==> src/rtl/hbridge_pkg.sv <==
// Notes on behaviour
// - Supply low past filter turns every output off.
// - Outputs resume once supply stays good for filter time.
// - Supply high past filter sets overvoltage flag and condition.
// - Bridge-mode overvoltage drives both outputs high.
// - Overvoltage ends with supply; flag holds until cleared.
// - Thermal warning never stops outputs; flag is live.
// - Overtemperature past filter latches outputs off, sets flag.
// - Half-bridge follows inputs; bridge: b enables, a steers.
// - Drive needs enable high, disable low, enable bit.
// - Input-select bit swaps pins for virtual bits.
// - Undervoltage tri-states outputs; fault pin low until cleared.
// - Overvoltage latches fault pin; half-bridge outputs unchanged.
// - Short or overtemperature latch outputs off until cleared.
// - Bridge short stops both outputs; half-bridge only its own.
// - Pump undervoltage flag is live, changes no output.
// - Framing error only latches its flag; a one clears.
// - Per-output short flags latch; a one clears.
// - Supply faults act outside sleep, end with condition.
// - Disable fall, enable rise or a one clears absent faults.
// - Bridge-mode bit: one full bridge, zero half-bridge.
// - A set mask bit pulls the fault pin while flag active and awake.
package hbridge_pkg;

  // Clock rate
  localparam int CLK_MHZ = 200;

  // Filter times in nanoseconds, longest values
  localparam int UV_FILTER_NS = 10000;
  localparam int OV_FILTER_NS = 3000;
  localparam int OT_FILTER_NS = 11000;

  // Filter lengths in cycles, rounded down
  localparam int UV_FILTER_CYC = UV_FILTER_NS * CLK_MHZ / 1000;
  localparam int OV_FILTER_CYC = OV_FILTER_NS * CLK_MHZ / 1000;
  localparam int OT_FILTER_CYC = OT_FILTER_NS * CLK_MHZ / 1000;
  localparam int FILTER_W      = 12;

  // Status flag positions
  localparam int FLAG_W       = 12;
  localparam int BIT_OT       = 0;
  localparam int BIT_TW       = 1;
  localparam int BIT_OC       = 2;
  localparam int BIT_OL       = 3;
  localparam int BIT_SCG_A    = 4;
  localparam int BIT_SCG_B    = 5;
  localparam int BIT_SCP_A    = 6;
  localparam int BIT_SCP_B    = 7;
  localparam int BIT_OV       = 8;
  localparam int BIT_UV       = 9;
  localparam int BIT_PUMP_UV  = 10;
  localparam int BIT_FRAME    = 11;

  // Reset values
  localparam logic [11:0] FLAGS_RESET = 12'h000;
  localparam logic        UV_RESET    = 1'b1;

  // Synchronised pin vector positions
  localparam int SYNC_W       = 19;
  localparam int PIN_EN       = 0;
  localparam int PIN_EN_FLT   = 1;
  localparam int PIN_DIS      = 2;
  localparam int PIN_DIS_FLT  = 3;
  localparam int PIN_A        = 4;
  localparam int PIN_A_FLT    = 5;
  localparam int PIN_B        = 6;
  localparam int PIN_B_FLT    = 7;
  localparam int CMP_UV       = 8;
  localparam int CMP_OV       = 9;
  localparam int CMP_OT       = 10;
  localparam int CMP_TW       = 11;
  localparam int CMP_OC       = 12;
  localparam int CMP_OL       = 13;
  localparam int CMP_SCG_A    = 14;
  localparam int CMP_SCG_B    = 15;
  localparam int CMP_SCP_A    = 16;
  localparam int CMP_SCP_B    = 17;
  localparam int CMP_PUMP     = 18;

endpackage : hbridge_pkg

==> src/rtl/fault_filter.sv <==
// Output rises once raw has held for LEN cycles
module fault_filter #(
  parameter int LEN = 2000,
  parameter int W   = 12
) (
  // Clock and reset
  input  wire logic clk_sys,
  input  wire logic rst_n,
  input  wire logic clkEn,
  // Condition
  input  wire logic raw,
  output logic      filtered
);

  localparam logic [W-1:0] LAST = W'(LEN - 1);

  logic [W-1:0] count;

  // Any drop restarts the count, so glitches never accumulate
  always_ff @(posedge clk_sys or negedge rst_n) begin
    if (!rst_n) begin
      count    <= '0;
      filtered <= 1'b0;
    end else if (clkEn) begin
      if (!raw) begin
        count    <= '0;
        filtered <= 1'b0;
      end else if (count == LAST) begin
        filtered <= 1'b1;
      end else begin
        count <= count + W'(1);
      end
    end
  end

endmodule : fault_filter

==> src/rtl/hbridge_fault_supervisor.sv <==
module hbridge_fault_supervisor (
  // Clock, reset, clock enable
  input  wire logic        clk_sys,
  input  wire logic        rst_n,
  input  wire logic        clkEn,
  // Control pins with pad float indications
  input  wire logic        chipEnablePin,
  input  wire logic        chipEnableFloat,
  input  wire logic        outputDisablePin,
  input  wire logic        outputDisableFloat,
  input  wire logic        driveInputA,
  input  wire logic        driveInputAFloat,
  input  wire logic        driveInputB,
  input  wire logic        driveInputBFloat,
  // Raw analog comparator levels
  input  wire logic        supplyLowRaw,
  input  wire logic        supplyHighRaw,
  input  wire logic        overtempRaw,
  input  wire logic        warningTempRaw,
  input  wire logic        overcurrentRaw,
  input  wire logic        openLoadRaw,
  input  wire logic        shortGroundARaw,
  input  wire logic        shortGroundBRaw,
  input  wire logic        shortSupplyARaw,
  input  wire logic        shortSupplyBRaw,
  input  wire logic        pumpLowRaw,
  // Serial configuration
  input  wire logic        bridgeMode,
  input  wire logic        inputSelect,
  input  wire logic        virtualDriveA,
  input  wire logic        virtualDriveB,
  input  wire logic        outputEnableBit,
  input  wire logic        disableOvProtect,
  input  wire logic [11:0] faultMask,
  // Serial events
  input  wire logic        framingErrorPulse,
  input  wire logic        statusWrite,
  input  wire logic [11:0] statusWriteData,
  // Bridge outputs with drive enables
  output logic             bridgeOutputA,
  output logic             bridgeOutputAOe,
  output logic             bridgeOutputB,
  output logic             bridgeOutputBOe,
  // Open-drain fault pin
  output logic             faultFlagN,
  output logic             faultFlagNOe,
  // Status
  output logic [11:0]      statusFlags,
  output logic             undervoltageActive,
  output logic             overvoltageActive
);

  localparam int SW = hbridge_pkg::SYNC_W;

  // Safe levels for floating inputs
  function automatic logic [1:0] mapDrive(input logic bridge, input logic a,
                                          input logic aFlt, input logic b,
                                          input logic bFlt);
    logic [1:0] r;
    r = 2'b00;
    if (!bridge) begin
      r = {aFlt ? 1'b0 : a, bFlt ? 1'b0 : b};
    end else if (bFlt) begin
      r = 2'b11;
    end else if (aFlt) begin
      r = {~b, 1'b1};
    end else if (!b) begin
      r = 2'b11;
    end else begin
      r = a ? 2'b10 : 2'b01;
    end
    return r;
  endfunction : mapDrive

  // Two-flop synchroniser
  logic [SW-1:0] syncMeta;
  logic [SW-1:0] syncPins;
  logic [SW-1:0] rawVector;

  assign rawVector = {pumpLowRaw, shortSupplyBRaw, shortSupplyARaw, shortGroundBRaw,
                      shortGroundARaw, openLoadRaw, overcurrentRaw, warningTempRaw,
                      overtempRaw, supplyHighRaw, supplyLowRaw, driveInputBFloat,
                      driveInputB, driveInputAFloat, driveInputA, outputDisableFloat,
                      outputDisablePin, chipEnableFloat, chipEnablePin};

  always_ff @(posedge clk_sys or negedge rst_n) begin
    if (!rst_n) begin
      syncMeta <= '0;
      syncPins <= '0;
    end else if (clkEn) begin
      syncMeta <= rawVector;
      syncPins <= syncMeta;
    end
  end

  // Decoded pin levels
  logic enHigh;
  logic disOff;
  logic awake;
  logic pinA;
  logic pinB;
  logic fltA;
  logic fltB;

  assign enHigh = syncPins[hbridge_pkg::PIN_EN] & ~syncPins[hbridge_pkg::PIN_EN_FLT];
  assign disOff = ~syncPins[hbridge_pkg::PIN_DIS] & ~syncPins[hbridge_pkg::PIN_DIS_FLT];
  assign awake  = enHigh; // Low or floating enable means sleep

  // Virtual bits never float, so their float terms are tied off
  assign pinA = inputSelect ? virtualDriveA : syncPins[hbridge_pkg::PIN_A];
  assign pinB = inputSelect ? virtualDriveB : syncPins[hbridge_pkg::PIN_B];
  assign fltA = ~inputSelect & syncPins[hbridge_pkg::PIN_A_FLT];
  assign fltB = ~inputSelect & syncPins[hbridge_pkg::PIN_B_FLT];

  // Last pin levels for edges
  logic enPrev;
  logic disPrev;

  always_ff @(posedge clk_sys or negedge rst_n) begin
    if (!rst_n) begin
      enPrev  <= 1'b0;
      disPrev <= 1'b0;
    end else if (clkEn) begin
      enPrev  <= enHigh;
      disPrev <= disOff;
    end
  end

  // Pin edges that clear faults
  logic pinClear;
  assign pinClear = (enHigh & ~enPrev) | (disOff & ~disPrev);

  // Supply and temperature filters
  logic uvEnter;
  logic uvLeave;
  logic ovFilt;
  logic otFilt;

  fault_filter #(.LEN(hbridge_pkg::UV_FILTER_CYC), .W(hbridge_pkg::FILTER_W)) uvEnterFilt (
    .clk_sys (clk_sys),
    .rst_n   (rst_n),
    .clkEn   (clkEn),
    .raw     (syncPins[hbridge_pkg::CMP_UV]),
    .filtered(uvEnter)
  );

  fault_filter #(.LEN(hbridge_pkg::UV_FILTER_CYC), .W(hbridge_pkg::FILTER_W)) uvLeaveFilt (
    .clk_sys (clk_sys),
    .rst_n   (rst_n),
    .clkEn   (clkEn),
    .raw     (~syncPins[hbridge_pkg::CMP_UV]),
    .filtered(uvLeave)
  );

  fault_filter #(.LEN(hbridge_pkg::OV_FILTER_CYC), .W(hbridge_pkg::FILTER_W)) ovFilter (
    .clk_sys (clk_sys),
    .rst_n   (rst_n),
    .clkEn   (clkEn),
    .raw     (syncPins[hbridge_pkg::CMP_OV]),
    .filtered(ovFilt)
  );

  fault_filter #(.LEN(hbridge_pkg::OT_FILTER_CYC), .W(hbridge_pkg::FILTER_W)) otFilter (
    .clk_sys (clk_sys),
    .rst_n   (rst_n),
    .clkEn   (clkEn),
    .raw     (syncPins[hbridge_pkg::CMP_OT]),
    .filtered(otFilt)
  );

  // Set from power-on; only a good supply clears it, so sleep cannot skip the filter
  logic uvState;

  always_ff @(posedge clk_sys or negedge rst_n) begin
    if (!rst_n) begin
      uvState <= hbridge_pkg::UV_RESET;
    end else if (clkEn) begin
      if (uvEnter && awake) begin
        uvState <= 1'b1;
      end else if (uvLeave) begin
        uvState <= 1'b0;
      end
    end
  end

  // Overvoltage ends when its comparator drops
  logic ovState;

  always_ff @(posedge clk_sys or negedge rst_n) begin
    if (!rst_n) begin
      ovState <= 1'b0;
    end else if (clkEn) begin
      if (ovFilt && awake) begin
        ovState <= 1'b1;
      end else if (!syncPins[hbridge_pkg::CMP_OV] || !awake) begin
        ovState <= 1'b0;
      end
    end
  end

  // Outputs permitted by pins, bit and supply
  logic driveAllowed;
  assign driveAllowed = enHigh & disOff & outputEnableBit & ~uvState;

  // Flag update
  logic [11:0] flagSet;
  logic [11:0] flagPresent;
  logic [11:0] flagClear;
  logic [11:0] next_flags;

  always_comb begin
    flagSet = '0;
    flagSet[hbridge_pkg::BIT_OT]      = otFilt & awake;
    flagSet[hbridge_pkg::BIT_TW]      = syncPins[hbridge_pkg::CMP_TW] & awake;
    flagSet[hbridge_pkg::BIT_OC]      = syncPins[hbridge_pkg::CMP_OC] & driveAllowed;
    flagSet[hbridge_pkg::BIT_OL]      = syncPins[hbridge_pkg::CMP_OL] & bridgeMode & awake;
    flagSet[hbridge_pkg::BIT_SCG_A]   = syncPins[hbridge_pkg::CMP_SCG_A] & driveAllowed;
    flagSet[hbridge_pkg::BIT_SCG_B]   = syncPins[hbridge_pkg::CMP_SCG_B] & driveAllowed;
    flagSet[hbridge_pkg::BIT_SCP_A]   = syncPins[hbridge_pkg::CMP_SCP_A] & driveAllowed;
    flagSet[hbridge_pkg::BIT_SCP_B]   = syncPins[hbridge_pkg::CMP_SCP_B] & driveAllowed;
    flagSet[hbridge_pkg::BIT_OV]      = ovState;
    flagSet[hbridge_pkg::BIT_UV]      = uvEnter & awake;
    flagSet[hbridge_pkg::BIT_PUMP_UV] = syncPins[hbridge_pkg::CMP_PUMP] & awake;
    flagSet[hbridge_pkg::BIT_FRAME]   = framingErrorPulse & awake;
    // A fault still present cannot be cleared
    flagPresent = '0;
    flagPresent[hbridge_pkg::BIT_OT]    = syncPins[hbridge_pkg::CMP_OT];
    flagPresent[hbridge_pkg::BIT_OC]    = syncPins[hbridge_pkg::CMP_OC];
    flagPresent[hbridge_pkg::BIT_OL]    = syncPins[hbridge_pkg::CMP_OL];
    flagPresent[hbridge_pkg::BIT_SCG_A] = syncPins[hbridge_pkg::CMP_SCG_A];
    flagPresent[hbridge_pkg::BIT_SCG_B] = syncPins[hbridge_pkg::CMP_SCG_B];
    flagPresent[hbridge_pkg::BIT_SCP_A] = syncPins[hbridge_pkg::CMP_SCP_A];
    flagPresent[hbridge_pkg::BIT_SCP_B] = syncPins[hbridge_pkg::CMP_SCP_B];
    flagPresent[hbridge_pkg::BIT_OV]    = ovState;
    flagPresent[hbridge_pkg::BIT_UV]    = uvState;
    // Pin edges clear all, a write only its ones
    if (pinClear) begin
      flagClear = '1;
    end else if (statusWrite) begin
      flagClear = statusWriteData;
    end else begin
      flagClear = '0;
    end
    // Live flags follow the condition; a set beats a clear
    next_flags = flagSet | (statusFlags & ~(flagClear & ~flagPresent));
    next_flags[hbridge_pkg::BIT_TW]      = flagSet[hbridge_pkg::BIT_TW];
    next_flags[hbridge_pkg::BIT_PUMP_UV] = flagSet[hbridge_pkg::BIT_PUMP_UV];
  end

  // Status register
  always_ff @(posedge clk_sys or negedge rst_n) begin
    if (!rst_n) begin
      statusFlags <= hbridge_pkg::FLAGS_RESET;
    end else if (clkEn) begin
      statusFlags <= next_flags;
    end
  end

  // Shutdowns come from flags, so only a clear releases them
  logic otLatch;
  logic shortA;
  logic shortB;
  logic stopA;
  logic stopB;
  logic recirculate;
  logic [1:0] commanded;

  assign otLatch = statusFlags[hbridge_pkg::BIT_OT];
  assign shortA  = statusFlags[hbridge_pkg::BIT_SCG_A] | statusFlags[hbridge_pkg::BIT_SCP_A];
  assign shortB  = statusFlags[hbridge_pkg::BIT_SCG_B] | statusFlags[hbridge_pkg::BIT_SCP_B];

  // Bridge short stops both sides
  assign stopA = otLatch | shortA | (bridgeMode & shortB);
  assign stopB = otLatch | shortB | (bridgeMode & shortA);

  // Recirculate only in bridge mode with protection on
  assign recirculate = ovState & bridgeMode & ~disableOvProtect;

  assign commanded = mapDrive(bridgeMode, pinA, fltA, pinB, fltB);

  // Registered outputs; tri-state also drives level low
  always_ff @(posedge clk_sys or negedge rst_n) begin
    if (!rst_n) begin
      bridgeOutputA   <= 1'b0;
      bridgeOutputAOe <= 1'b0;
      bridgeOutputB   <= 1'b0;
      bridgeOutputBOe <= 1'b0;
    end else if (clkEn) begin
      bridgeOutputAOe <= driveAllowed & ~stopA;
      bridgeOutputBOe <= driveAllowed & ~stopB;
      if (recirculate) begin
        bridgeOutputA <= driveAllowed & ~stopA;
        bridgeOutputB <= driveAllowed & ~stopB;
      end else begin
        bridgeOutputA <= driveAllowed & ~stopA & commanded[1];
        bridgeOutputB <= driveAllowed & ~stopB & commanded[0];
      end
    end
  end

  // Fault pin: disable not low or masked flag; sleep leaves it high
  always_ff @(posedge clk_sys or negedge rst_n) begin
    if (!rst_n) begin
      faultFlagNOe <= 1'b0;
    end else if (clkEn) begin
      faultFlagNOe <= awake & (~disOff | (|(statusFlags & faultMask)));
    end
  end

  assign faultFlagN = 1'b0; // Open drain only ever pulls low

  // Condition monitors
  always_ff @(posedge clk_sys or negedge rst_n) begin
    if (!rst_n) begin
      undervoltageActive <= hbridge_pkg::UV_RESET;
      overvoltageActive  <= 1'b0;
    end else if (clkEn) begin
      undervoltageActive <= uvState;
      overvoltageActive  <= ovState;
    end
  end

endmodule : hbridge_fault_supervisor

==> config.mk <==
export PLATFORM = sky130hd
export DESIGN_NAME = hbridge_fault_supervisor
export DESIGN_NICKNAME = d
export VERILOG_FILES = /design/src/rtl/hbridge_pkg.sv /design/src/rtl/fault_filter.sv /design/src/rtl/hbridge_fault_supervisor.sv
export SDC_FILE = /design/constraint.sdc
export NUM_CORES = 1
export LEC_CHECK = 0
export BUFFER_PORTS_ARGS = -buffer_cell sky130_fd_sc_hd__buf_4
export CORE_MARGIN = 2
export CORE_UTILIZATION = 52
export CTS_CLUSTER_SIZE = 30
export DETAILED_ROUTE_END_ITERATION = 7
export PLACE_DENSITY = 0.76
export RECOVER_POWER = 50
export SYNTH_ARGS = -nofsm -noshare
export SYNTH_HDL_FRONTEND = slang
export SYNTH_SLANG_ARGS = --single-unit
==> constraint.sdc <==
create_clock -name clk_sys -period 1.7 [get_ports clk_sys]
set_input_delay 0.085 -clock clk_sys [delete_from_list [all_inputs] [get_ports clk_sys]]
set_output_delay 0.085 -clock clk_sys [all_outputs]
set_load 0.1 [all_outputs]
==> results of run 1 <==
## metal layers
| metal | vias to the layer above | wire [um] | GRT usage, % |
|---|---|---|---|
| met5 | - | 0 | 0 |
| met4 | 0 | 216 | 9.12 |
| met3 | 20 | 757 | 6.87 |
| met2 | 178 | 7170 | 45.0 |
| met1 | 2315 | 5690 | 30.8 |
| li1 | 2162 | - | - |
## layout make-up
| cell class | instances | area [um2] |
|---|---|---|
| multi-input cells | 356 | 2450 |
| fillers | 673 | 2950 |
| flip-flops and latches | 113 | 2830 |
| clock buffers | 23 | 447 |
| well taps | 136 | 170 |
| inverters | 19 | 71.3 |
| repair buffers | 138 | 1150 |
| clock inverters | 9 | 158 |
## power groups by stage
stage / Sequential [mW] / Clock (mW) / Combinational [mW]
finish: 3.27 / 3.66 / 1.69
global route: 3.31 / 3.83 / 1.81
CTS: 3.26 / 3.69 / 1.67
detailed placement: 3.29 / 0 / 1.59
global placement: 3.28 / 0 / 1.54
floorplan: 3.75 / 0 / 0.581
## worst max-delay path: cells and delay by family, from the launching register on
family          cells  cell delay [ns]
simple gates        3             0.75
flops               1             0.35
fa+ha+maj           1             0.22
compound gates      1             0.20
## metrics by stage
| step | hold WS (ns) | instance area (um2) | utilization, % | total power, mW | setup slack (ns) |
|---|---|---|---|---|---|
| after floorplan | -0.211 | 5450 | - | 4.33 | 0.00916 |
| after detailed placement | 0.0865 | 6260 | 61.2 | 4.88 | 0.0123 |
| final | 0.0294 | 7280 | 71.2 | 8.62 | 0.0636 |
| after global routing | 0.0266 | 7280 | 71.2 | 8.95 | 0.0183 |
| after global placement | 0.0823 | 6260 | 61.2 | 4.82 | 0.0776 |
| after CTS | 0.0136 | 7270 | 71.0 | 8.63 | 0.0177 |
## registers in the layout, indices dropped and copies added (netlist names)
signal                count
otFilter.count           12
bridgeOutputAOe           1
syncMeta                 19
bridgeOutputB             1
uvLeaveFilt.filtered      1
undervoltageActive        1
uvState                   1
disPrev                   1
uvEnterFilt.count        12
uvLeaveFilt.count        12
statusFlags              12
bridgeOutputBOe           1
syncPins                 19
otFilter.filtered         1
uvEnterFilt.filtered      1
overvoltageActive         1
ovState                   1
faultFlagNOe              1
ovFilter.filtered         1
enPrev                    1
ovFilter.count           12
bridgeOutputA             1
## Yosys cell counts (all sizes together), types with 3 or more instances
cell       n
nand4      9
a22oi      4
nand3     20
nor3      13
nor3b      3
mux2i     10
a21oi     17
or3b       3
nand2     41
o221ai     4
a31oi      4
xnor2     11
o2bb2ai   13
a22o      11
a211o      4
inv       19
and4b      3
a211oi     7
or4        3
or3        3
nor4       8
o31ai      5
dfrtp    111
ha         4
mux2      36
and3       3
o311ai     3
clkbuf     8
nor2      43
and2       5
buf       15
nand2b     4
o21ai     35
## cell families after synthesis
family / synth area share (%)
flops: 52.0
other cells: 0.0689
xor+xnor: 1.77
compound gates: 16.2
fa+ha+maj: 0.919
simple gates: 16.4
buf+inv: 3.45
mux: 9.28
## worst max path at each step
stage                          start                   end  slack [ns]  cells past startpoint
5_1_grt         uvLeaveFilt.count[1]  uvLeaveFilt.count[0]        0.02                      6
3_5_place_dp    uvLeaveFilt.count[1]  uvLeaveFilt.count[3]        0.01                      6
3_3_place_gp    uvLeaveFilt.count[0]  uvLeaveFilt.count[2]        0.08                      6
4_1_cts        uvLeaveFilt.count[11]  uvLeaveFilt.count[3]        0.02                      5
2_1_floorplan        statusFlags[10]          faultFlagNOe       0.009                      4
6_report        uvEnterFilt.count[1]  uvEnterFilt.count[3]        0.06                      5
## what timing repair did
action / CTS / global route
hold buffers: 40 / 0
hold endpoints to repair: 142 / 0
resized for setup: 0 / 5
endpoints found under the setup margin: 1 / 7
buffers inserted: 0 / 2
pin swaps: 1 / 1
==> flow_summary.json, run 1 <==
{
  "netlist_area_um2": 5450,
  "yosysUniqueCellTypes": 69,
  "ys.flop_type": "dfrtp_1",
  "slew_violations": 0,
  "synthArstFlopShare_pct": 100,
  "grt_use_total_pct": 25.8,
  "crit_chain": "ha_2 -> nand3_2 -> or4_4 -> a31oi_1 -> nor2_1",
  "grt_max_degree": 43,
  "critPathLaunchType": "flop",
  "p_sw_mw": 2.63,
  "numCtsBuffers": 17,
  "wl_per_cell_um": 17.4,
  "power_leakage_nw": 3.16,
  "clock.fmax_ghz": 0.611,
  "cts.clk_slew.worst_paths_ns": 0.06,
  "drive_above_1_share_pct": 27.5,
  "die_x_um": 106,
  "syn_inst": 511,
  "dp_cells": 720,
  "worstReg2RegStart": "uvEnterFilt.count[1]",
  "maxCapViolations": 0,
  "cts-htree-levels": 4,
  "rsz0062_at_grt": "false",
  "final_cell_mix": "dfrtp_1, buf_4, nor2_1, nand2_1, dlygate4sd3_1",
  "dr.pass1.iters": 5,
  "grt_pass1_vias": 4831,
  "seqPwrFrac_pct": 38.0,
  "reg2regPathDepth": 5,
  "nets": 703,
  "critPathRequiredTime_ns": 2.11,
  "grt_pass1_wl_um": 22900,
  "netlist_top_cells_area": "dfrtp_1, mux2_2, o21ai_0",
  "initial_core_util_pct": 53.2,
  "holdPathStages": 4,
  "ys_ff_latch": 113,
  "stdcell_count": 794,
  "p_comb_share_pct": 19.6,
  "finalHoldViolations": 0,
  "core_area_um2": 10200,
  "port_buffers": 70,
  "r2r-end": "uvEnterFilt.count[3]",
  "path_class": "reg -> reg",
  "min_period_ns": 1.64,
  "min_path_type": "in -> reg",
  "hold_start": "statusWriteData[0]",
  "final_common_cell": "dfrtp_1",
  "synth-edff-count": 0,
  "clock_skew_ns": 0.00853,
  "crit_fanout": 3,
  "clkPwrFrac_pct": 42.4,
  "syn_area_per_cell_um2": 10.7,
  "row_count": 37,
  "timing.setup.tns_ns": 0,
  "finalCritPeriodShare_pct": 96.3,
  "io_pins": 74,
  "cts_tree": "done",
  "synth-seq-area-share_pct": 52.0,
  "dp_hpwl_um": 8740,
  "vias": 4675,
  "synth_top_area_cell": "dfrtp_1",
  "endpoint_kind": "flop",
  "crit_arrival_ns": 2.05,
  "grt_overflow": 0,
  "post-route-drc-count": 0,
  "p_per_area_nw_per_um2": 1180,
  "clock_sinks": 113,
  "area_growth_pct": 33.7,
  "critPathSlowestCell": "or4_4",
  "drt_iter0_drc": 262,
  "place_congestion": 0.845,
  "synth_fp_nets": 569,
  "dieArea_um2": 11300,
  "clk_latency_ns": 0.53,
  "diodes": 0,
  "antenna_left": 0,
  "yosysTopAreaCellShare_pct": 51.0,
  "cpPeakStageDelay_ns": 0.56,
  "slew_headroom_pct": 37.1,
  "outcome": "finished clean",
  "setup_violations": 0,
  "die_h_um": 106,
  "drt-total-wl_um": 13800,
  "rrSetupSlack_ns": 0.06,
  "root_buffer": "clkbuf_8",
  "swShare_pct": 30.5,
  "tightestPinTransition_ns": 0.944,
  "p_int_mw": 5.99,
  "viasPerCell": 5.89,
  "min_to": "statusFlags[0]",
  "synth-warning-count": 0,
  "ir_worst_vdd_mv": 1.41,
  "antenna_found_initial": 0,
  "cts_buffer_depth": 2
}
Note: power is estimated with default switching activity, not from simulation.
==> run 2, diff against run 1 <==
--- a/config.mk
+++ b/config.mk
@@ -8,10 +8,10 @@
 export BUFFER_PORTS_ARGS = -buffer_cell sky130_fd_sc_hd__buf_4
 export CORE_MARGIN = 2
 export CORE_UTILIZATION = 52
-export CTS_CLUSTER_SIZE = 30
 export DETAILED_ROUTE_END_ITERATION = 7
 export PLACE_DENSITY = 0.76
 export RECOVER_POWER = 50
+export SETUP_SLACK_MARGIN = 0.5
 export SYNTH_ARGS = -nofsm -noshare
 export SYNTH_HDL_FRONTEND = slang
 export SYNTH_SLANG_ARGS = --single-unit
==> flow_summary.json, run 2 (same netlist as run 1, synthesis figures left out) <==
{
  "outcome": "finished, violations left",
  "violations": "negative setup slack",
  "grt_pass1_wl_um": 30800,
  "critPathSlowestCell": "or4_4",
  "critPathRequiredTime_ns": 2.12,
  "grt_overflow": 0,
  "clock_sinks": 113,
  "worstReg2RegStart": "uvEnterFilt.count[5]",
  "diodes": 0,
  "cts_buffer_depth": 2,
  "dieArea_um2": 11300,
  "root_buffer": "clkbuf_8",
  "startpoint": "uvEnterFilt.count[5]",
  "clkPwrFrac_pct": 36.6,
  "drt_iter0_drc": 754,
  "holdWs_ns": 0.0684,
  "clock.fmax_ghz": 0.584,
  "grt_max_degree": 36,
  "finalPower_mw": 9.54,
  "row_count": 37,
  "clock_skew_ns": 0.0150,
  "p_int_mw": 6.09,
  "setup_ws_ns": -0.0116,
  "nets": 772,
  "die_h_um": 106,
  "hold_start": "statusWriteData[8]",
  "port_buffers": 70,
  "swShare_pct": 36.2,
  "antenna_left": 0,
  "dr.pass1.iters": 5,
  "critPathLaunchType": "flop",
  "p_per_area_nw_per_um2": 1080,
  "ir_worst_vdd_mv": 1.31,
  "post-route-drc-count": 0,
  "vias": 6014,
  "grt_pass1_vias": 5704,
  "clk_latency_ns": 0.55,
  "setup_violations": 2,
  "timing.setup.tns_ns": -0.0202,
  "cpPeakStageDelay_ns": 0.45,
  "crit_family": "simple AND/OR/NAND/NOR gates",
  "antenna_found_initial": 0,
  "cts-htree-levels": 4,
  "die_x_um": 106,
  "core_area_um2": 10200,
  "drt-total-wl_um": 24900,
  "numCtsBuffers": 17,
  "final_cell_mix": "buf_4, dfrtp_1, dlygate4sd3_1, nand2_1, mux2_2",
  "path_class": "reg -> reg",
  "initial_core_util_pct": 53.2,
  "finalCritPeriodShare_pct": 101,
  "cts.clk_slew.worst_paths_ns": 0.07,
  "power_leakage_nw": 3.77,
  "maxCapViolations": 0,
  "min_period_ns": 1.71,
  "crit_arrival_ns": 2.13,
  "crit_fanout": 2,
  "dp_hpwl_um": 8650,
  "p_sw_mw": 3.45,
  "viasPerCell": 6.97,
  "slew_headroom_pct": 43.6,
  "tightestPinTransition_ns": 0.846,
  "top_regs": "syncMeta: 19 flops, syncPins: 19 flops",
  "slew_violations": 0,
  "place_congestion": 0.840,
  "cp.buffers_inverters": 0,
  "seqPwrFrac_pct": 36.2,
  "regArea_um2": 2870,
  "min_path_type": "in -> reg",
  "final_common_cell": "buf_4",
  "drive_above_1_share_pct": 51.7,
  "wl_per_cell_um": 28.8,
  "area_growth_pct": 61.8,
  "grt_use_total_pct": 36.0,
  "endpoint_kind": "flop",
  "io_pins": 74,
  "multiInputGateArea_um2": 3120,
  "finalHoldViolations": 0,
  "fillCellCount": 361,
  "cts_tree": "done",
  "p_comb_share_pct": 27.2,
  "crit_chain": "or3b_4 -> or4_4 -> a31oi_1 -> nor2_1",
  "rsz0062_at_grt": "true"
}
==> run 2: cell types whose count changed in the layout (fill, tap and decap cells not counted), moves of 7 or more <==
cell	delta
buf_6	+21
nor2_4	+7
nor3_4	+7
nor3_1	-9
nor2_1	-10
dfrtp_1	-32
nand3_4	+7
dfrtp_2	+32
o21ai_0	-23
buf_12	+20
o21ai_1	+10
buf_4	+28
o21ai_2	+10
==> run 2: power by group through the flow <==
stage	combinational [mW]	sequential [mW]	clock, mW
after CTS	2.17	3.34	3.37
after detailed placement	1.60	3.34	0
final	2.60	3.45	3.49
after global placement	1.55	3.33	0
after global routing	2.67	3.45	3.62
after floorplan	0.622	3.79	0
==> run 2: layer usage <==
layer	up-vias	part of all wire, %	GRT usage (%)
met5	-	0	0
met2	609	47	61.6
met3	214	11	8.89
li1	2307	-	-
met1	2884	33	41.9
met4	0	9.2	18.1
==> run 2: through the flow <==
step / util [%] / cells / setup slack, ns / instance area (um2)
CTS: 81.5 / 838 / 0.120 / 8340
global placement: 62.9 / 718 / 0.0921 / 6430
finish: 86.1 / 863 / -0.0116 / 8810
global route: 86.1 / 863 / -0.146 / 8810
floorplan: - / 511 / 0.120 / 5650
detailed placement: 62.9 / 718 / 0.0138 / 6430
==> run 2: path summary, 6_finish.rpt <==
| check | endpoint | slack, ns | cells after the start |
|---|---|---|---|
| worst max-delay path | uvEnterFilt.count[3] | -0.01 | 4 |
| worst max register to register | uvEnterFilt.count[3] | -0.01 | 4 |
| worst min register to register | ovFilter.filtered | 0.51 | 1 |
| min in group asynchronous | syncPins[0] | 0.20 | 2 |
| worst min-delay path | statusFlags[8] | 0.07 | 4 |
| max in group asynchronous | statusFlags[7] | 0.52 | 3 |
==> run 2: timing repair <==
item	in CTS	in global routing
setup buffers	50	24
resized for setup	145	67
setup endpoints to repair	85	86
pin swaps	46	30
hold buffers	38	1
hold endpoints to repair	145	1
==> run 2: final cells by class <==
cell class / count / share of cell area [%]
Clock buffer: 18 / 4.86
Clock inverter: 14 / 1.51
Inverter: 19 / 0.809
Multi-Input combinational cell: 356 / 35.4
Sequential cell: 113 / 32.6
Tap cell: 136 / 1.93
Timing Repair Buffer: 207 / 22.8
==> run 2: worst min-delay path, cell delays in order <==
cell and delay, ns:
buf_4 0.08, and2_1 0.14, o21ai_1 0.09, a22o_1 0.18
==> run 3, diff against run 2 <==
--- a/config.mk
+++ b/config.mk
@@ -6,6 +6,7 @@
 export NUM_CORES = 1
 export LEC_CHECK = 0
 export BUFFER_PORTS_ARGS = -buffer_cell sky130_fd_sc_hd__buf_4
+export CORE_ASPECT_RATIO = 0.9
 export CORE_MARGIN = 2
 export CORE_UTILIZATION = 52
 export DETAILED_ROUTE_END_ITERATION = 7
==> flow_summary.json, run 3 (same netlist as run 1, synthesis figures left out) <==
{
  "outcome": "finished clean",
  "final_cell_mix": "buf_4, dfrtp_1, nand2_1, mux2_2, dfrtp_2",
  "pre_cts_slack_ns": -0.0111,
  "clock_skew_ns": 0.0107,
  "finalCritPeriodShare_pct": 97.0,
  "tightestPinTransition_ns": 0.885,
  "slew_headroom_pct": 41.0,
  "post-route-drc-count": 0,
  "multiInputGateArea_um2": 3060,
  "grt_pass1_wl_um": 26100,
  "cts_buffer_depth": 2,
  "crit_fanout": 2,
  "p_comb_share_pct": 23.5,
  "grt_overflow": 0,
  "cts_tree": "done",
  "diodes": 0,
  "p_per_area_nw_per_um2": 1080,
  "maxCapViolations": 0,
  "swShare_pct": 33.5,
  "row_count": 35,
  "wl_met3_um": 1210,
  "ir_worst_vdd_mv": 0.963,
  "cts.clk_slew.worst_paths_ns": 0.06,
  "die_h_um": 101,
  "io_pins": 74,
  "critPathLaunchType": "flop",
  "vias": 5326,
  "clk_latency_ns": 0.42,
  "dp_hpwl_um": 8910,
  "numCtsBuffers": 17,
  "finalHoldViolations": 0,
  "antenna_left": 0,
  "root_buffer": "clkbuf_16",
  "power_leakage_nw": 3.62,
  "regArea_um2": 2880,
  "core_area_um2": 10200,
  "wl_met2_um": 9540,
  "nets": 751,
  "min_path_type": "in -> reg",
  "clock.fmax_ghz": 0.606,
  "slew_violations": 0,
  "viasPerCell": 6.38,
  "endpoint_kind": "flop",
  "setup_ws_ns": 0.0508,
  "grt_max_degree": 51,
  "rsz0062_at_grt": "true",
  "place_congestion": 0.844,
  "drive_above_1_share_pct": 51.3,
  "port_buffers": 70,
  "initial_core_util_pct": 53.4,
  "p_sw_mw": 3.02,
  "min_period_ns": 1.65,
  "clkPwrFrac_pct": 39.0,
  "dieArea_um2": 11300,
  "drt-total-wl_um": 18500,
  "antenna_found_initial": 0,
  "area_growth_pct": 53.9,
  "final_common_cell": "buf_4",
  "path_class": "reg -> reg",
  "grt_use_total_pct": 29.5,
  "cts-htree-levels": 4,
  "seqPwrFrac_pct": 37.5,
  "stdcell_count": 835,
  "die_x_um": 112,
  "dr.pass1.iters": 6,
  "setup_violations": 0,
  "m1WireLength_um": 6980,
  "p_int_mw": 6.00,
  "crit_arrival_ns": 1.95,
  "wl_per_cell_um": 22.1,
  "top_regs": "syncMeta: 19 flops, syncPins: 19 flops",
  "routed.top_layer": "met4",
  "drt_iter0_drc": 350,
  "grt_pass1_vias": 5178,
  "critPathRequiredTime_ns": 2.01,
  "fillCellCount": 506,
  "clock_sinks": 113,
  "dp_cells": 710
}
==> run 3: power groups by stage <==
stage / Clock [mW] / Sequential [mW] / Combinational (mW)
floorplan: 0 / 3.79 / 0.622
global placement: 0 / 3.33 / 1.55
detailed placement: 0 / 3.35 / 1.60
CTS: 3.52 / 3.33 / 1.91
global route: 3.66 / 3.41 / 2.23
finish: 3.52 / 3.38 / 2.12
==> run 3: cell type report <==
class / instances / area share [%]
Clock buffer: 17 / 5.08
Timing Repair Buffer: 186 / 19.4
Multi-Input combinational cell: 356 / 36.5
Sequential cell: 113 / 34.3
Clock inverter: 15 / 1.91
Tap cell: 129 / 1.93
Inverter: 19 / 0.896
==> run 3: metal layers <==
metal	GRT usage (%)	up-vias
met5	0	-
met4	14.2	0
met2	50.4	292
met3	6.01	83
li1	-	2277
met1	36.2	2674
==> run 3: final timing paths <==
path                                 startpoint                   end  slack [ns]  depth (start not counted)
max                        uvEnterFilt.count[5]  uvEnterFilt.count[3]        0.05                          4
min                          statusWriteData[5]        statusFlags[5]        0.04                          4
max reg2reg                uvEnterFilt.count[5]  uvEnterFilt.count[3]        0.05                          4
min reg2reg                       bridgeOutputB         bridgeOutputB        0.49                          1
max in group asynchronous                 rst_n        statusFlags[5]        0.40                          3
min in group asynchronous                 rst_n     ovFilter.count[6]        0.32                          2
==> run 3: worst max-delay path, cell delays in order, from the launching register on <==
cell,delay [ns]
dfrtp_1,0.40
or3b_4,0.41
or4_4,0.45
a31oi_1,0.20
nor2_1,0.08
==> run 3: what timing repair did <==
item / 4_1_cts / 5_1_grt
endpoints found under the setup margin: 72 / 75
hold endpoints to repair: 52 / 0
hold buffers: 22 / 0
pin swaps: 52 / 44
resized for setup: 113 / 48
setup buffers: 49 / 22
==> run 3: per-stage QoR <==
stage                     total power [mW]  hold slack, ns  TNS [ns]  util [%]  cell area (um2)
final                                 9.01          0.0436         0      82.1             8380
after global routing                  9.30          0.0475         0      82.1             8380
after CTS                             8.75         0.00246         0      78.5             8010
after detailed placement              4.95          0.0626   -0.0111      62.9             6420
after global placement                4.88          0.0583         0      62.9             6420
after floorplan                       4.41          -0.211         0         -             5650
